[src/sbtc_pkg.sv]
package sbtc_pkg;

  localparam int ADDR_W = 12;
  localparam int DATA_W = 32;

  // register indices; byte address is four times the index
  localparam logic [7:0] IDX_FLAG = 8'h0C;
  localparam logic [7:0] IDX_LOW = 8'h0E;
  localparam logic [7:0] IDX_HIGH = 8'h0F;
  localparam logic [7:0] IDX_CTL = 8'h10;
  localparam logic [7:0] IDX_IE = 8'h8C;

  // timer_control fields
  localparam int CTL_W = 6;
  localparam int CTL_RUN_BIT = 0;
  localparam int CTL_CS_BIT = 1;
  localparam int CTL_SYNC_BIT = 2;
  localparam int CTL_OSC_BIT = 3;
  localparam int CTL_PS_LSB = 4;
  localparam int FLAG_OVF_BIT = 0;
  localparam int IE_OVF_BIT = 0;

  // reset values
  localparam logic [CTL_W-1:0] CTL_RESET = 6'h00;
  localparam logic [15:0] COUNT_RESET = 16'h0000;
  localparam logic [15:0] COUNT_MAX = 16'hFFFF;
  localparam logic [1:0] DIR_RESET = 2'h3;
  localparam logic [1:0] DIR_INPUT = 2'h3;

  // instruction cycle is four reference clocks
  localparam int INSTR_DIV_DEFAULT = 4;

  typedef enum logic [2:0] {
    REG_NONE = 3'b000,
    REG_FLAG = 3'b001,
    REG_LOW = 3'b010,
    REG_HIGH = 3'b011,
    REG_CTL = 3'b100,
    REG_IE = 3'b101
  } sbtc_reg_e;

  typedef enum logic [1:0] {
    MODE_TIMER = 2'b00,
    MODE_SYNC = 2'b01,
    MODE_ASYNC = 2'b10
  } sbtc_mode_e;

  function automatic sbtc_reg_e sbtc_decode(input logic [ADDR_W-1:0] addr);
    sbtc_reg_e sel;
    sel = REG_NONE;
    if (addr == {2'h0, IDX_FLAG, 2'h0}) begin
      sel = REG_FLAG;
    end else if (addr == {2'h0, IDX_LOW, 2'h0}) begin
      sel = REG_LOW;
    end else if (addr == {2'h0, IDX_HIGH, 2'h0}) begin
      sel = REG_HIGH;
    end else if (addr == {2'h0, IDX_CTL, 2'h0}) begin
      sel = REG_CTL;
    end else if (addr == {2'h0, IDX_IE, 2'h0}) begin
      sel = REG_IE;
    end
    return sel;
  endfunction : sbtc_decode

  // last prescaler count before a count step
  function automatic logic [2:0] sbtc_ps_last(input logic [1:0] ps);
    logic [2:0] last;
    last = 3'h0;
    if (ps == 2'h3) begin
      last = 3'h7;
    end else if (ps == 2'h2) begin
      last = 3'h3;
    end else if (ps == 2'h1) begin
      last = 3'h1;
    end
    return last;
  endfunction : sbtc_ps_last

endpackage : sbtc_pkg

[src/sbtc_edge_if.sv]
`timescale 1ns/10ps
interface sbtc_edge_if;
  logic osc_sel;
  logic rise;
  modport core (output osc_sel, input rise);
  modport det (input osc_sel, output rise);
endinterface : sbtc_edge_if

[src/sbtc_edge_det.sv]
`timescale 1ns/10ps
module sbtc_edge_det (
  input wire logic clk,
  input wire logic rst,
  input wire logic clock_pin,
  input wire logic osc_level,
  sbtc_edge_if.det bus
);
  import sbtc_pkg::*;

  typedef struct packed {
    logic pin_s1;
    logic pin_s2;
    logic osc_s1;
    logic osc_s2;
    logic prev;
  } sbtc_sync_s;

  // prev resets high, but pin_s1 and pin_s2 reset low, so a pin already high at release still gives an edge
  localparam sbtc_sync_s SYNC_RESET = '{pin_s1: 1'b0, pin_s2: 1'b0, osc_s1: 1'b0,
                                        osc_s2: 1'b0, prev: 1'b1};

  sbtc_sync_s st;
  sbtc_sync_s next_st;
  logic src;

  always_comb begin
    next_st = st;
    next_st.pin_s1 = clock_pin;
    next_st.pin_s2 = st.pin_s1;
    next_st.osc_s1 = osc_level;
    next_st.osc_s2 = st.osc_s1;
    src = bus.osc_sel ? st.osc_s2 : st.pin_s2;
    next_st.prev = src;
  end

  assign bus.rise = src & ~st.prev;

  always_ff @(posedge clk) begin
    if (rst) begin
      st <= SYNC_RESET;
    end else begin
      st <= next_st;
    end
  end

endmodule : sbtc_edge_det

[src/sbtc_top.sv]
`timescale 1ns/10ps
// Operation
// - clock_source_select 1 counts the external clock, 0 counts instruction cycles.
// - in timer operation the count steps once per instruction cycle after the prescaler.
// - in counter operation only rising edges of the external input step the count.
// - timer, synchronized counter and unsynchronized counter; sync_bypass only matters externally.
// - with the oscillator enabled both oscillator pins are inputs whatever the port direction says.
// - a trigger from the capture_compare_unit clears the count.
// - input_prescale_select 11, 10, 01, 00 divide by 8, 4, 2, 1.
// - osc_enable set starts the crystal oscillator and clear stops it.
// - the oscillator keeps running while the processor sleeps.
// - count_pair counts up from 0000h to FFFFh and wraps to 0000h.
// - each wrap sets overflow_flag, which stays set until software clears it.
// - the overflow request is raised only while overflow_irq_enable is set.
// - the count steps only while count_run is 1; while it is 0 only bus writes and compare triggers change it.
// - both count bytes are readable and writable.
// - a count write in the same cycle as a compare trigger wins over the trigger.
module sbtc_top #(
  parameter int INSTR_DIV = sbtc_pkg::INSTR_DIV_DEFAULT
) (
  input wire logic REF_CLK,
  input wire logic SYS_RST,
  input wire logic PSEL,
  input wire logic PENABLE,
  input wire logic PWRITE,
  input wire logic [sbtc_pkg::ADDR_W-1:0] PADDR,
  input wire logic [sbtc_pkg::DATA_W-1:0] PWDATA,
  input wire logic [3:0] PSTRB,
  output logic [sbtc_pkg::DATA_W-1:0] PRDATA,
  output logic PREADY,
  output logic PSLVERR,
  input wire logic OSC_OUTPUT_CLOCK_PIN,
  input wire logic OSC_LEVEL,
  input wire logic SLEEP,
  input wire logic CCP_RESET,
  input wire logic [1:0] PORT_DIR,
  output logic [1:0] PIN_DIR,
  output logic OSC_ENABLE,
  output logic OVF_IRQ,
  output logic [15:0] COUNT_PAIR
);
  import sbtc_pkg::*;

  localparam int IDIV_W = (INSTR_DIV > 1) ? $clog2(INSTR_DIV) : 1;
  localparam logic [IDIV_W-1:0] IDIV_LAST = IDIV_W'(INSTR_DIV - 1);

  typedef struct packed {
    logic [CTL_W-1:0] ctl;
    logic [15:0] count;
    logic [2:0] pscnt;
    logic [IDIV_W-1:0] idiv;
    logic pend;
    logic ovf;
    logic ovf_ie;
    logic irq;
    logic [1:0] dir;
    logic [DATA_W-1:0] prdata;
    logic pready;
    logic pslverr;
  } sbtc_core_s;

  localparam sbtc_core_s ST_RESET = '{
    ctl: CTL_RESET,
    count: COUNT_RESET,
    pscnt: 3'h0,
    idiv: '0,
    pend: 1'b0,
    ovf: 1'b0,
    ovf_ie: 1'b0,
    irq: 1'b0,
    dir: DIR_RESET,
    prdata: '0,
    pready: 1'b0,
    pslverr: 1'b0
  };

  sbtc_core_s st;
  sbtc_core_s next_st;
  sbtc_reg_e sel;
  sbtc_edge_if edge_bus();

  assign sel = sbtc_decode(PADDR);
  // oscillator output replaces the pin as the external source
  assign edge_bus.osc_sel = st.ctl[CTL_OSC_BIT];

  sbtc_edge_det u_edge (
    .clk(REF_CLK),
    .rst(SYS_RST),
    .clock_pin(OSC_OUTPUT_CLOCK_PIN),
    .osc_level(OSC_LEVEL),
    .bus(edge_bus)
  );

  always_comb begin
    logic setup;
    logic wr_acc;
    logic itick;
    logic evt;
    logic inc;
    logic ovf_set;
    sbtc_mode_e mode;
    setup = 1'b0;
    wr_acc = 1'b0;
    itick = 1'b0;
    evt = 1'b0;
    inc = 1'b0;
    ovf_set = 1'b0;
    mode = MODE_TIMER;
    next_st = st;

    // bus: answer one cycle after setup, zero wait states in access
    setup = PSEL & ~PENABLE;
    wr_acc = PSEL & PENABLE & st.pready & PWRITE & PSTRB[0];
    next_st.pready = setup;
    next_st.pslverr = setup & (sel == REG_NONE);
    if (setup) begin
      next_st.prdata = '0;
      case (sel)
        REG_FLAG: next_st.prdata[FLAG_OVF_BIT] = st.ovf;
        REG_IE: next_st.prdata[IE_OVF_BIT] = st.ovf_ie;
        REG_LOW: next_st.prdata[7:0] = st.count[7:0];
        REG_HIGH: next_st.prdata[7:0] = st.count[15:8];
        REG_CTL: next_st.prdata[CTL_W-1:0] = st.ctl;
        default: next_st.prdata = '0;
      endcase
    end

    // instruction cycle stops during sleep
    if (!SLEEP) begin
      itick = (st.idiv == IDIV_LAST);
      next_st.idiv = itick ? '0 : st.idiv + 1'b1;
    end

    if (!st.ctl[CTL_CS_BIT]) begin
      mode = MODE_TIMER;
    end else if (st.ctl[CTL_SYNC_BIT]) begin
      mode = MODE_ASYNC;
    end else begin
      mode = MODE_SYNC;
    end

    next_st.pend = 1'b0;
    case (mode)
      MODE_TIMER: begin
        evt = itick;
      end
      MODE_SYNC: begin
        // edge waits for the next instruction cycle; a new edge beats the clear
        evt = itick & st.pend;
        next_st.pend = edge_bus.rise | (st.pend & ~itick);
      end
      MODE_ASYNC: begin
        // no instruction cycle gating, so counting goes on in sleep
        evt = edge_bus.rise;
      end
      default: begin
        evt = 1'b0;
      end
    endcase

    if (st.ctl[CTL_RUN_BIT] && evt) begin
      if (st.pscnt >= sbtc_ps_last(st.ctl[CTL_PS_LSB +: 2])) begin
        next_st.pscnt = 3'h0;
        inc = 1'b1;
      end else begin
        next_st.pscnt = st.pscnt + 1'b1;
      end
    end

    if (wr_acc && (sel == REG_LOW || sel == REG_HIGH)) begin
      if (sel == REG_LOW) begin
        next_st.count[7:0] = PWDATA[7:0];
      end else begin
        next_st.count[15:8] = PWDATA[7:0];
      end
    end else if (CCP_RESET) begin
      // compare trigger clears without touching the overflow flag
      next_st.count = COUNT_RESET;
      next_st.pscnt = 3'h0;
    end else if (inc) begin
      next_st.count = st.count + 1'b1;
      ovf_set = (st.count == COUNT_MAX);
    end

    if (wr_acc && sel == REG_FLAG) begin
      next_st.ovf = PWDATA[FLAG_OVF_BIT];
    end
    if (ovf_set) begin
      next_st.ovf = 1'b1;
    end
    if (wr_acc && sel == REG_IE) begin
      next_st.ovf_ie = PWDATA[IE_OVF_BIT];
    end
    if (wr_acc && sel == REG_CTL) begin
      next_st.ctl = PWDATA[CTL_W-1:0];
    end

    next_st.irq = next_st.ovf & next_st.ovf_ie;
    // oscillator enable overrides the port direction of both pins
    next_st.dir = st.ctl[CTL_OSC_BIT] ? DIR_INPUT : PORT_DIR;
  end

  always_ff @(posedge REF_CLK) begin
    if (SYS_RST) begin
      st <= ST_RESET;
    end else begin
      st <= next_st;
    end
  end

  assign PRDATA = st.prdata;
  assign PREADY = st.pready;
  assign PSLVERR = st.pslverr;
  assign PIN_DIR = st.dir;
  // not gated by sleep; no start-up delay, software must wait
  assign OSC_ENABLE = st.ctl[CTL_OSC_BIT];
  assign OVF_IRQ = st.irq;
  assign COUNT_PAIR = st.count;

endmodule : sbtc_top

[config.mk]
export PLATFORM = sky130hd
export DESIGN_NAME = sbtc_top
export DESIGN_NICKNAME = d
export VERILOG_FILES = /design/src/sbtc_pkg.sv /design/src/sbtc_edge_if.sv /design/src/sbtc_edge_det.sv /design/src/sbtc_top.sv
export SDC_FILE = /design/constraint.sdc
export NUM_CORES = 1
export LEC_CHECK = 0
export ABC_AREA = 1
export ABC_CLOCK_PERIOD_IN_PS = 2700
export BUFFER_PORTS_ARGS = -buffer_cell sky130_fd_sc_hd__buf_2
export CELL_PAD_IN_SITES_DETAIL_PLACEMENT = 0
export CELL_PAD_IN_SITES_GLOBAL_PLACEMENT = 1
export CORE_UTILIZATION = 37
export DETAILED_ROUTE_END_ITERATION = 7
export GPL_TIMING_DRIVEN = 0
export PLACE_DENSITY_LB_ADDON = 0.1
export SKIP_CTS_REPAIR_TIMING = 1
export SYNTH_ARGS = -nofsm -noshare
export SYNTH_HDL_FRONTEND = slang
export SYNTH_SLANG_ARGS = --single-unit
[constraint.sdc]
create_clock -name REF_CLK -period 2.7 [get_ports REF_CLK]
set_input_delay 0.135 -clock REF_CLK [delete_from_list [all_inputs] [get_ports REF_CLK]]
set_output_delay 0.135 -clock REF_CLK [all_outputs]
set_load 0.01 [all_outputs]
# Yosys cells after proc, flatten, opt, wreduce, memory -nomap -nowiden
# Index checks and enable logic that the tools add are counted.
# totals
ff_bits	48
output_inout_bits	54
wordCells	104
# classes
add_sub_neg	3
n_lt_le_gt_ge	1
n_eq_ne	19
n_mux	35
bitwise_logic	15
n_reduce_logical	13
# op_table
cell	n
16-bit 2-to-1 mux	3
12-bit by 6-bit == test with 1-bit output (second input constant)	3
3-bit 2-to-1 mux	11
16-bit by 1-bit adder with 16-bit output (second input constant)	1
16-bit == test (second input constant)	1
8-bit 2-to-1 mux	2
5-bit one-hot mux with 3 select lines	1
12-bit by 10-bit == test with 1-bit output (second input constant)	1
12-bit by 7-bit == test with 1-bit output (second input constant)	1
1-bit 2-to-1 mux	11
1-bit AND	10
2-bit == test (second input constant)	4
2-bit 2-to-1 mux	4
3-bit by 2-bit == test with 1-bit output (second input constant)	2
3-bit == test (second input constant)	2
1-bit logical AND	5
1-bit one-hot mux with 5 select lines	1
2-bit by 1-bit == test with 1-bit output (second input constant)	2
2-bit != test (second input constant)	2
1-bit NOT	4
2-bit one-hot mux with 2 select lines	1
2-bit AND reduction	2
2-bit OR reduction	2
3-bit by 1-bit adder with 3-bit output (second input constant)	1
9 further kinds	9

# Logic depth before layout (Yosys ltp)
# Gate-level depths: netlist of run 1.
# logic_depth
ltp_word	14
depth_mapped	13

# By module
# A second synthesis of run 1 with hierarchy kept.
# hier_totals
hier_cells	515
area_unflattened_um2	3284.4
# by_module_without_submodules
mod	n_inst	cells_each	area_per_inst_um2
sbtc_top	1	493	3115.5
sbtc_edge_det	1	22	168.9

# Worst setup path before layout of run 1
# Ideal clock, no wire load.
# synth_timing
path_type	register -> register
start	reg st[65] (netlist bit)
end	reg st, in the netlist COUNT_PAIR[8]
setup_time_ns	0.113
arrival_time_ns	1.459
t_required_ns	2.587
slack_ns	1.129
path_stages_with_launch	12
n_path_buf	1
period_less_slack_ns	1.571
cell_sequence	dfxtp_1 nand2_1 ha_1 a21oi_1 nand3_1 nand3_1 nand2_1 nand2_4 buf_4 nand3b_1 nand2_1 nor2_1
# synth_via
elab_chain_cells	10
elab_cells_between_ends	12
# synth_lines
element	line_no	rtl
start, declared	sbtc_top.sv:77	sbtc_core_s st;
start signal, assigned	sbtc_top.sv:207	st <= next_st;
2-bit by 1-bit == test with 1-bit output	sbtc_pkg.sv:73	end else if (ps == 2'h1) begin
1-bit 2-to-1 mux	sbtc_pkg.sv:73	
2-bit 2-to-1 mux	sbtc_pkg.sv:71	end else if (ps == 2'h2) begin
3-bit 2-to-1 mux (*)	sbtc_pkg.sv:69	if (ps == 2'h3) begin
3-bit 2-to-1 mux (*)	sbtc_top.sv:161	if (st.ctl[CTL_RUN_BIT] && evt) begin
3-bit >= comparator (*)	sbtc_top.sv:162	if (st.pscnt >= sbtc_ps_last(st.ctl[CTL_PS_LSB +: 2])) begin
1-bit 2-to-1 mux (*)	sbtc_top.sv:162	
1-bit 2-to-1 mux (*)	sbtc_top.sv:161	
3-bit nonzero test (no source line) (*)	--	
2-bit AND reduction (no source line) (*)	--	
# Mark *: on every way between the ends. The rest lies on a longest branch, timed or not. The select of a mux whose other input is x is not followed.
# A chain may end at the register's enable or synchronous reset.

# Final worst setup path of run 1
# layout_timing
start	reg st[40] (netlist bit)
end	reg st, in the netlist COUNT_PAIR[8]
# layout_via
elab_chain_cells	8
# layout_lines
element	line_no	rtl
2-bit == test (*)	sbtc_top.sv:130	itick = (st.idiv == IDIV_LAST);
1-bit 2-to-1 mux (*)	sbtc_top.sv:129	if (!SLEEP) begin
1-bit AND	sbtc_top.sv:149	evt = itick & st.pend;
1-bit one-hot mux with 3 select lines (*)	sbtc_top.sv:143	case (mode)
1-bit logical AND (*)	sbtc_top.sv:161	
1-bit 2-to-1 mux (*)	sbtc_top.sv:161	
3-bit nonzero test (no source line) (*)	--	
2-bit AND reduction (no source line) (*)	--	
# Mark *: on every way between the ends. The rest lies on a longest branch, timed or not.

==> run summary, run 1 <==
Wirelength per Cell -> 13.0 um
Filler cells -> 1004
CTS clock-pin slew for the worst setup and hold paths -> 0.10 ns
CP Capture Type -> register
Synth Warn # -> 0
vias in the first global route -> 3236
Inserted Diodes -> 0
leak pwr -> 2.10 nW
hpwl dp -> 7760 um
top post-synthesis cells by area -> dfxtp_1 28%, nand2_1 13%, buf_4 11%
CTS root buf -> clkbuf_8
Inst Count DP -> 723
global route overflow -> 0
period utilization -> 0.729
Post-layout nets -> 688
most frequent cells in the layout -> 117 x nand2_1, 75 x nor2_1, 63 x inv_1
DRC Markers -> 7
Setup CP Type -> register to register
area of the core -> 8850 sq um
top cell type's share of synthesized area -> 0.281
H-tree Lvls -> 2
mean area per synthesized cell -> 6.42 sq um
Fin Setup TNS -> 0 ns
largest net degree at the start of global routing -> 17
post-route insts no fill -> 732
Yosys reg bits -> 48
VDD IR-drop max -> 197 uV
status -> finished with violations
commonest non-fill, non-tap cell in the layout -> nand2_1
antenna violations before repair -> 0
HP Class -> primary input to register
share of layout cells above drive strength 1 -> 0.237
worst skew pair latency -> 0.31 ns
io pins -> 113
Tot GR Track Use -> 0.206
Post-DP Area -> 3940 sq um
Power, Total -> 0.00156 W
Yosys top cell by area -> dfxtp_1
routability cong. -> 0.884
startpoint types -> register
Non-Filler Cell Area, Final -> 4060 sq um
Die H -> 98.1 um
Final Util -> 0.459
post-DR vias/cell -> 4.70
Final Hold Viols -> 0
Final setup violation count -> 0
CP required -> 2.91 ns
IO Port Bufs -> 60
CTS tree -> yes
DRT Pass-1 Iters -> 7
violated checks -> DRC
Final Skew -> 0.00671 ns
Site Rows -> 34
Slew Limit Fails -> 0
number of DRC markers in iteration 0 -> 120
post-route minimum period -> 1.97 ns
final wirelength -> 9490 um
TritonCTS sink count -> 48
maximum clock path buffer count -> 2
Unique masters post-synth -> 33
synth-to-layout area growth -> 18.9%
via count -> 3440
RSZ-0062 raised after global routing -> false
Initial Util -> 0.386
global-route wire length before repair -> 15600 um
Max Fclk -> 508 MHz
critical path arrival -> 2.18 ns
Syn Inst Count -> 532
Die Width -> 98.1 um
worst-margin pin slew -> 0.553 ns
Max-slew headroom -> 0.632
Max Fanout on Critical Path -> 7
Die Footprint -> 9620 sq um
antenna-violating nets left -> 0
total of max-cap violations -> 0
synthesized area -> 3420 sq um
PwrDens -> 385 nW/um^2
post-synthesis sequential area ratio -> 0.281
TritonCTS Buffers -> 5
[synthesized netlist by cell type]
library cell	n
nor4_1	1
xor2_1	5
nor2_8	1
clkbuf_1	5
nand3_4	1
nor3_1	6
a211oi_1	1
nor2_2	5
inv_2	2
o211ai_1	9
inv_1	63
nand2_2	4
nand2_1	117
nand4_1	9
buf_6	2
nand3_2	1
buf_1	1
nand2_4	7
a21oi_1	21
nor2_4	3
a2111oi_0	1
and3_1	1
ha_1	6
nor2_1	75
clkinv_2	1
buf_2	2
o21ai_0	18
conb_1	1
nand3_1	58
o21ai_1	2
nand3b_1	4
buf_4	51
dfxtp_1	48
[power by group]
part | internal, W | switching (W) | leakage [nW]
Sequential | 0.000731 | 0.0000256 | 0.392
Combinational | 0.000113 | 0.000145 | 1.66
Clock | 0.000280 | 0.000271 | 0.0548
Total | 0.00112 | 0.000441 | 2.10
[cell type report]
cell class / instances / area, sq um / area share
Multi-Input combinational cell: 380 / 1850 / 0.456
Tap cell: 108 / 135 / 0.0333
Clock buffer: 5 / 68.8 / 0.0169
Buffer: 61 / 438 / 0.108
Sequential cell: 48 / 961 / 0.237
Timing Repair Buffer: 61 / 310 / 0.0764
Clock inverter: 3 / 46.3 / 0.0114
Inverter: 66 / 249 / 0.0613
[metal layers]
| metal | global-route usage | wire, um | up-vias |
|---|---|---|---|
| li1 | - | - | 1796 |
| met1 | 0.255 | 4140 | 1542 |
| met2 | 0.376 | 4720 | 90 |
| met3 | 0.0251 | 482 | 12 |
| met4 | 0.0501 | 148 | 0 |
| met5 | 0 | 0 | - |
[registers in the layout (all words and copies together) (netlist names)]
| name | count |
|---|---|
| COUNT_PAIR | 16 |
| OSC_ENABLE | 1 |
| OVF_IRQ | 1 |
| PIN_DIR | 2 |
| PRDATA | 8 |
| PREADY | 1 |
| PSLVERR | 1 |
| st | 13 |
| u_edge.next_st | 2 |
| u_edge.st | 3 |
[stage by stage]
step	hold WS, ns	setup slack, ns
after detailed placement	0.318	0.729
after global routing	0.0204	0.441
after floorplan	0.227	1.13
final	0.0000360	0.731
after global placement	0.318	0.762
after CTS	-0.00315	0.722
[cells by family after synthesis]
family | synth area share
XOR/XNOR | 0.0128
buffers and inverters | 0.201
other | 0.00110
AND/OR/NAND/NOR | 0.397
adder cells (fa/ha/maj) | 0.0220
flip-flops | 0.281
AO/OA/AOI/OAI | 0.0846
[critical path, cell delays in order (launching register included)]
cell,delay [ns]
dfxtp_1,0.37
ha_1,0.16
inv_1,0.06
nor2_1,0.12
nand2_1,0.07
nand2_1,0.06
nand2_1,0.04
nor2_1,0.29
nand3_1,0.25
nand3_2,0.21
inv_1,0.10
nor2_1,0.10
nor2_1,0.05
[worst paths after layout]
| path | from | end | slack (ns) | cells after the start |
|---|---|---|---|---|
| max | st[40] | COUNT_PAIR[8] | 0.73 | 12 |
| min | PORT_DIR[1] | PIN_DIR[1] | 0.00004 | 3 |
| max reg2reg | st[40] | COUNT_PAIR[8] | 0.73 | 12 |
| min reg2reg | u_edge.next_st[1] | u_edge.st[1] | 0.41 | 2 |
(Power assumes the default switching activity.)
==> run 2, diff against run 1 <==
--- a/config.mk
+++ b/config.mk
@@ -5,12 +5,12 @@
 export SDC_FILE = /design/constraint.sdc
 export NUM_CORES = 1
 export LEC_CHECK = 0
-export ABC_AREA = 1
-export ABC_CLOCK_PERIOD_IN_PS = 2700
+export ABC_AREA = 0
+export ABC_CLOCK_PERIOD_IN_PS = 1940
 export BUFFER_PORTS_ARGS = -buffer_cell sky130_fd_sc_hd__buf_2
 export CELL_PAD_IN_SITES_DETAIL_PLACEMENT = 0
 export CELL_PAD_IN_SITES_GLOBAL_PLACEMENT = 1
-export CORE_UTILIZATION = 37
+export CORE_UTILIZATION = 35
 export DETAILED_ROUTE_END_ITERATION = 7
 export GPL_TIMING_DRIVEN = 0
 export PLACE_DENSITY_LB_ADDON = 0.1
==> constraint.sdc (replaced) <==
create_clock -name REF_CLK -period 1.94 [get_ports REF_CLK]
set_input_delay 0.097 -clock REF_CLK [delete_from_list [all_inputs] [get_ports REF_CLK]]
set_output_delay 0.097 -clock REF_CLK [all_outputs]
set_load 0.01 [all_outputs]
==> run 2 against run 1 <==
Compared with the run above:
- the run ends with setup timing left
- non-clock buffer count increased by 18
- die area decreased by 5.7%
- hold slack improved by 0.0095 ns
- sequential share of layout area increased by 0.97 points
- fmax decreased by 1.7%
- area after synthesis decreased by 11%
- synthesized cell count decreased by 30%
- flip-flop and latch count unchanged
- setup slack got worse by 0.79 ns
- core utilization increased by 1.6 points
- total power increased by 37%
- critical path type unchanged
==> run summary, run 2 <==
post-synthesis sequential area ratio -> 0.316 (was 0.281)
leak pwr -> 1.67 nW (was 2.10 nW)
top cell type's share of synthesized area -> 0.316 (was 0.281)
worst-margin pin slew -> 0.735 ns (was 0.553 ns)
critical path arrival -> 2.21 ns (was 2.18 ns)
synth-to-layout area growth -> 29.7% (was 18.9%)
CP Capture Type -> register (unchanged)
Max Fanout on Critical Path -> 8 (was 7)
Setup CP Type -> register to register (unchanged)
Final Skew -> 0.0127 ns (was 0.00671 ns)
Final setup violation count -> 5 (was 0)
Syn Inst Count -> 373 (was 532)
status -> finished with violations (unchanged)
share of layout cells above drive strength 1 -> 0.362 (was 0.237)
Max-slew headroom -> 0.510 (was 0.632)
Top FF cell, synth -> dfxtp_1 (unchanged)
TritonCTS sink count -> 48 (unchanged)
CTS clock-pin slew for the worst setup and hold paths -> 0.09 ns (was 0.10 ns)
post-synthesis adder-cell area fraction -> 0.0247 (was 0.0220)
antenna-violating nets left -> 0 (unchanged)
Unique masters post-synth -> 58 (was 33)
xor and xnor area share after synthesis -> 0.0230 (was 0.0128)
CP required -> 2.14 ns (was 2.91 ns)
Async S/R FF share, synth -> 0 (unchanged)
H-tree Lvls -> 2 (unchanged)
maximum clock path buffer count -> 2 (unchanged)
largest net degree at the start of global routing -> 17 (unchanged)
Synth Warn # -> 0 (unchanged)
Site Rows -> 33 (was 34)
Wirelength per Cell -> 15.0 um (was 13.0 um)
PwrDens -> 542 nW/um^2 (was 385 nW/um^2)
top post-synthesis cells by area -> dfxtp_1 32%, buf_4 12%, nor2_1 5.8% (was dfxtp_1 28%, nand2_1 13%, buf_4 11%)
Highest Signal Layer -> met4 (unchanged)
met3 wire len -> 533 um (was 482 um)
via count -> 2934 (was 3440)
HP Class -> primary input to register (unchanged)
DRC Markers -> 0 (was 7)
Post-layout nets -> 542 (was 688)
Final Hold Viols -> 0 (unchanged)
Post-synth top cells -> 50 x buf_4, 48 x dfxtp_1, 47 x nor2_1, 24 x o21ai_0, 23 x a21oi_1 (was 117 x nand2_1, 75 x nor2_1, 63 x inv_1, 58 x nand3_1, 51 x buf_4)
antenna violations before repair -> 0 (unchanged)
IO Port Bufs -> 58 (was 60)
Yosys reg bits -> 48 (unchanged)
hpwl dp -> 6420 um (was 7760 um)
Inserted Diodes -> 0 (unchanged)
number of DRC markers in iteration 0 -> 201 (was 120)
mean area per synthesized cell -> 8.15 sq um (was 6.42 sq um)
global route overflow -> 0 (unchanged)
TritonCTS Buffers -> 5 (unchanged)
commonest non-fill, non-tap cell in the layout -> buf_2 (was nand2_1)
simple-gate share of the synthesized area -> 0.245 (was 0.397)
pre-CTS setup slack -> -0.291 ns (was 0.729 ns)
Final Worst Setup Slack -> -0.0633 ns (was 0.731 ns)
Tot GR Track Use -> 0.193 (was 0.206)
worst skew pair latency -> 0.31 ns (about the same)
number of flip-flops in the largest register -> 16 (unchanged)
M1 WL -> 4170 um (was 4140 um)
violated checks -> setup timing (was DRC)
Initial Util -> 0.367 (was 0.386)
largest family of logic cells by synthesized area -> simple AND/OR/NAND/NOR gates (unchanged)
io pins -> 113 (unchanged)
Yosys top cell by area -> dfxtp_1 (unchanged)
Slew Limit Fails -> 0 (unchanged)
post-synthesis mux area share -> 0.0596 (was 0)
vias in the first global route -> 2598 (was 3236)
number of synthesized flops with an enable pin -> 0 (unchanged)
synthesized area -> 3040 sq um (was 3420 sq um)
VDD IR-drop max -> 377 uV (was 197 uV)
post-route minimum period -> 2.00 ns (was 1.97 ns)
Die Width -> 95.2 um (was 98.1 um)
routability cong. -> 0.843 (was 0.884)
Routed met2 length -> 3910 um (was 4720 um)
final wirelength -> 8760 um (was 9490 um)
CTS root buf -> clkbuf_8 (unchanged)
area of the core -> 8300 sq um (was 8850 sq um)
startpoint types -> register (unchanged)
compound-cell area share of the yosys netlist -> 0.175 (was 0.0846)
global-route wire length before repair -> 13200 um (was 15600 um)
Die Footprint -> 9070 sq um (was 9620 sq um)
period utilization -> 1.03 (was 0.729)
most frequent cell after synthesis -> buf_4 (was nand2_1)
RSZ-0062 raised after global routing -> true (was false)
most frequent cells in the layout -> 62 x buf_2, 57 x buf_4, 44 x dfxtp_1 (was 117 x nand2_1, 75 x nor2_1, 63 x inv_1)
CTS tree -> yes (unchanged)
post-DR vias/cell -> 5.03 (was 4.70)
Max Fclk -> 499 MHz (was 508 MHz)
total of max-cap violations -> 0 (unchanged)
Die H -> 95.2 um (was 98.1 um)
DRT Pass-1 Iters -> 5 (was 7)
Power, Total -> 0.00214 W (was 0.00156 W)
## run 2: area by class of cell
class	instances	area [sq um]
clock inverter	3	46.3
fill	872	4360
inverter	6	22.5
buffer	67	452
multi-input combinational	276	1820
clock buffer	5	68.8
sequential	48	971
tap	105	131
timing repair buffer	73	429
## run 2: per-layer routing
layer	vias up	GRT usage
li1	1467	-
met4	0	0.0606
met3	14	0.0303
met2	122	0.317
met5	-	0
met1	1331	0.258
## run 2: worst max-delay path, stage by stage (launching register included)
cell,delay (ns)
dfxtp_4,0.36
or2_4,0.25
ha_4,0.22
nor2_4,0.09
a21oi_4,0.07
o22ai_4,0.38
a22oi_4,0.15
buf_6,0.18
a32o_1,0.20
## run 2: power breakdown
group | total (W) | internal, W | switching (W)
clock | 0.000769 | 0.000389 | 0.000380
combinational | 0.000332 | 0.000156 | 0.000175
sequential | 0.00104 | 0.00101 | 0.0000261
## run 2: path summary, 6_finish.rpt
check / from / to / slack, ns / depth (start not counted)
max: st[65] / COUNT_PAIR[3] / -0.06 / 8
min: OSC_LEVEL / u_edge.next_st[1] / 0.01 / 2
max reg2reg: st[65] / COUNT_PAIR[3] / -0.06 / 8
min reg2reg: u_edge.next_st[3] / u_edge.st[3] / 0.44 / 1
## run 2: metrics by stage
stage          hold WS, ns  utilization  instances  area, sq um  TNS [ns]
3_5_place_dp         0.285        0.428        559         3550     -3.18
2_1_floorplan        0.196            -        396         3130         0
6_report           0.00951        0.475        583         3940    -0.198
4_1_cts            -0.0396        0.442        567         3660     -3.56
5_1_grt             0.0110        0.475        583         3940    -0.927
3_3_place_gp         0.282        0.428        559         3550     -2.57
## run 2: cell families after synthesis
group | after synthesis
DFF | 48
AOI/OAI and AO/OA | 80
adders and majority gates | 6
muxes | 18
xor gates and xnor gates | 8
buffers and inverters | 73
other | 1
and+or+nand+nor | 139
==> run 3, diff against run 2 <==
--- a/config.mk
+++ b/config.mk
@@ -6,12 +6,13 @@
 export NUM_CORES = 1
 export LEC_CHECK = 0
 export ABC_AREA = 0
-export ABC_CLOCK_PERIOD_IN_PS = 1940
+export ABC_CLOCK_PERIOD_IN_PS = 2360
 export BUFFER_PORTS_ARGS = -buffer_cell sky130_fd_sc_hd__buf_2
 export CELL_PAD_IN_SITES_DETAIL_PLACEMENT = 0
 export CELL_PAD_IN_SITES_GLOBAL_PLACEMENT = 1
-export CORE_UTILIZATION = 35
+export CORE_UTILIZATION = 38
 export DETAILED_ROUTE_END_ITERATION = 7
+export GPL_ROUTABILITY_DRIVEN = 0
 export GPL_TIMING_DRIVEN = 0
 export PLACE_DENSITY_LB_ADDON = 0.1
 export SKIP_CTS_REPAIR_TIMING = 1
==> constraint.sdc (replaced) <==
create_clock -name REF_CLK -period 2.36 [get_ports REF_CLK]
set_input_delay 0.118 -clock REF_CLK [delete_from_list [all_inputs] [get_ports REF_CLK]]
set_output_delay 0.118 -clock REF_CLK [all_outputs]
set_load 0.01 [all_outputs]
==> run 3 against run 2 <==
Compared with the run above:
- the run now ends clean
- first-iteration DRC count decreased by 33%
- register-to-register slack improved by 0.20 ns
- wire length decreased by 4.8%
- critical endpoint is now COUNT_PAIR[9]
- via count down 3.2%
- critical path depth stayed put
- flip-flop and latch count unchanged
- combinational power decreased by 23%
- setup slack gained 0.20 ns
==> run summary, run 3 (synthesis results as in run 2) <==
Fin Hold WS -> 0.0124 ns (was 0.00951 ns)
Inserted Diodes -> 0 (unchanged)
Post-DP Area -> 3550 sq um (about the same)
maximum clock path buffer count -> 2 (unchanged)
final wirelength -> 8340 um (was 8760 um)
Max Fclk -> 449 MHz (was 499 MHz)
period utilization -> 0.943 (was 1.03)
Post-layout nets -> 528 (was 542)
Die H -> 91.5 um (was 95.2 um)
CP required -> 2.61 ns (was 2.14 ns)
startpoint types -> register (unchanged)
Inst Count DP -> 556 (was 559)
TritonCTS sink count -> 48 (unchanged)
synth-to-layout area growth -> 21.3% (was 29.7%)
area of the core -> 7730 sq um (was 8300 sq um)
Multi-input gate area -> 1700 sq um (was 1820 sq um)
leak pwr -> 1.56 nW (was 1.67 nW)
worst-margin pin slew -> 0.757 ns (was 0.735 ns)
HP Class -> primary input to register (unchanged)
total of max-cap violations -> 0 (unchanged)
Filler cells -> 809 (was 872)
IO Port Bufs -> 58 (unchanged)
Final Skew -> 0.00537 ns (was 0.0127 ns)
post-DR vias/cell -> 5.02 (was 5.03)
Die Footprint -> 8370 sq um (was 9070 sq um)
Final Hold Viols -> 0 (unchanged)
Final setup violation count -> 0 (was 5)
post-route minimum period -> 2.23 ns (was 2.00 ns)
post-route insts no fill -> 566 (was 583)
CP Capture Type -> register (unchanged)
sequential cell area -> 961 sq um (was 971 sq um)
via count -> 2840 (was 2934)
critical path arrival -> 2.47 ns (was 2.21 ns)
Initial Util -> 0.394 (was 0.367)
largest net degree at the start of global routing -> 17 (unchanged)
TritonCTS Buffers -> 5 (unchanged)
Max Fanout on Critical Path -> 9 (was 8)
CTS clock-pin slew for the worst setup and hold paths -> 0.10 ns (was 0.09 ns)
global route overflow -> 0 (unchanged)
status -> finished, final reports clean (was finished with violations)
Setup CP Type -> register to register (unchanged)
Die Width -> 91.5 um (was 95.2 um)
worst skew pair latency -> 0.31 ns (about the same)
antenna-violating nets left -> 0 (unchanged)
RSZ-0062 raised after global routing -> false (was true)
number of flip-flops in the largest register -> 16 (unchanged)
DRC Markers -> 0 (unchanged)
global-route wire length before repair -> 13200 um (unchanged)
io pins -> 113 (unchanged)
PwrDens -> 471 nW/um^2 (was 542 nW/um^2)
DRT Pass-1 Iters -> 5 (unchanged)
Wirelength per Cell -> 14.7 um (was 15.0 um)
Slew Limit Fails -> 0 (unchanged)
Tot GR Track Use -> 0.203 (was 0.193)
CTS tree -> yes (unchanged)
Site Rows -> 32 (was 33)
share of layout cells above drive strength 1 -> 0.302 (was 0.362)
commonest non-fill, non-tap cell in the layout -> buf_2 (unchanged)
antenna violations before repair -> 0 (unchanged)
number of DRC markers in iteration 0 -> 134 (was 201)
CTS root buf -> clkbuf_8 (unchanged)
Fin Setup TNS -> 0 ns (was -0.198 ns)
Non-Filler Cell Area, Final -> 3690 sq um (was 3940 sq um)
H-tree Lvls -> 2 (unchanged)
Max-slew headroom -> 0.493 (was 0.510)
vias in the first global route -> 2503 (was 2598)
VDD IR-drop max -> 232 uV (was 377 uV)
hpwl dp -> 6240 um (was 6420 um)
most frequent cells in the layout -> 62 x buf_2, 50 x buf_4, 48 x dfxtp_1 (was 62 x buf_2, 57 x buf_4, 44 x dfxtp_1)
[run 3: cell types whose count changed in the layout (fill, tap and decap cells not counted), moves of 3 or more]
cell / change
buf_4: -7
buf_6: -5
dfxtp_1: +4
nor2_1: +4
nor2_2: -3
o21ai_0: +7
o21ai_1: -4
o21ai_2: -3
[run 3: layout make-up]
type                            instances  share of cell area
Inverter                                6             0.00611
Multi-Input combinational cell        275               0.461
Tap cell                              102              0.0346
Clock buffer                            5              0.0187
Timing Repair Buffer                   60              0.0841
Sequential cell                        48               0.261
Clock inverter                          3              0.0126
Buffer                                 67               0.122
[run 3: where the power goes]
part / leakage (nW) / switching, W / internal (W) / total, W
clock: 0.0548 / 0.000310 / 0.000320 / 0.000630
combinational: 1.12 / 0.000136 / 0.000118 / 0.000254
sequential: 0.392 / 0.0000192 / 0.000833 / 0.000852
[run 3: stage by stage]
step,util,worst slack [ns],power [W]
after floorplan,-,0.419,0.00103
after global placement,0.459,0.185,0.00112
after detailed placement,0.459,0.186,0.00112
after CTS,0.474,0.155,0.00175
after global routing,0.477,0.00929,0.00182
final,0.477,0.134,0.00174
[run 3: routing by layer]
metal	global-route usage	vias to the layer above	wire (um)
li1	-	1432	-
met1	0.286	1285	3990
met2	0.318	110	3690
met3	0.0293	13	538
met4	0.0595	0	125
met5	0	-	0
[run 3: worst paths after layout]
kind	startpoint	to	slack, ns	cells after the start
setup / recovery	st[66]	COUNT_PAIR[9]	0.13	8
hold / removal	OSC_OUTPUT_CLOCK_PIN	u_edge.next_st[3]	0.01	2
setup reg to reg	st[66]	COUNT_PAIR[9]	0.13	8
hold reg to reg	u_edge.next_st[3]	u_edge.st[3]	0.44	1
[run 3: worst max-delay path, stage by stage, from the launching register on]
cell and delay, ns:
dfxtp_1 0.37, or2_2 0.31, ha_1 0.27, nor2_1 0.10
a21oi_1 0.12, o22ai_4 0.35, nor3_1 0.15, a311o_1 0.37
a21oi_1 0.12
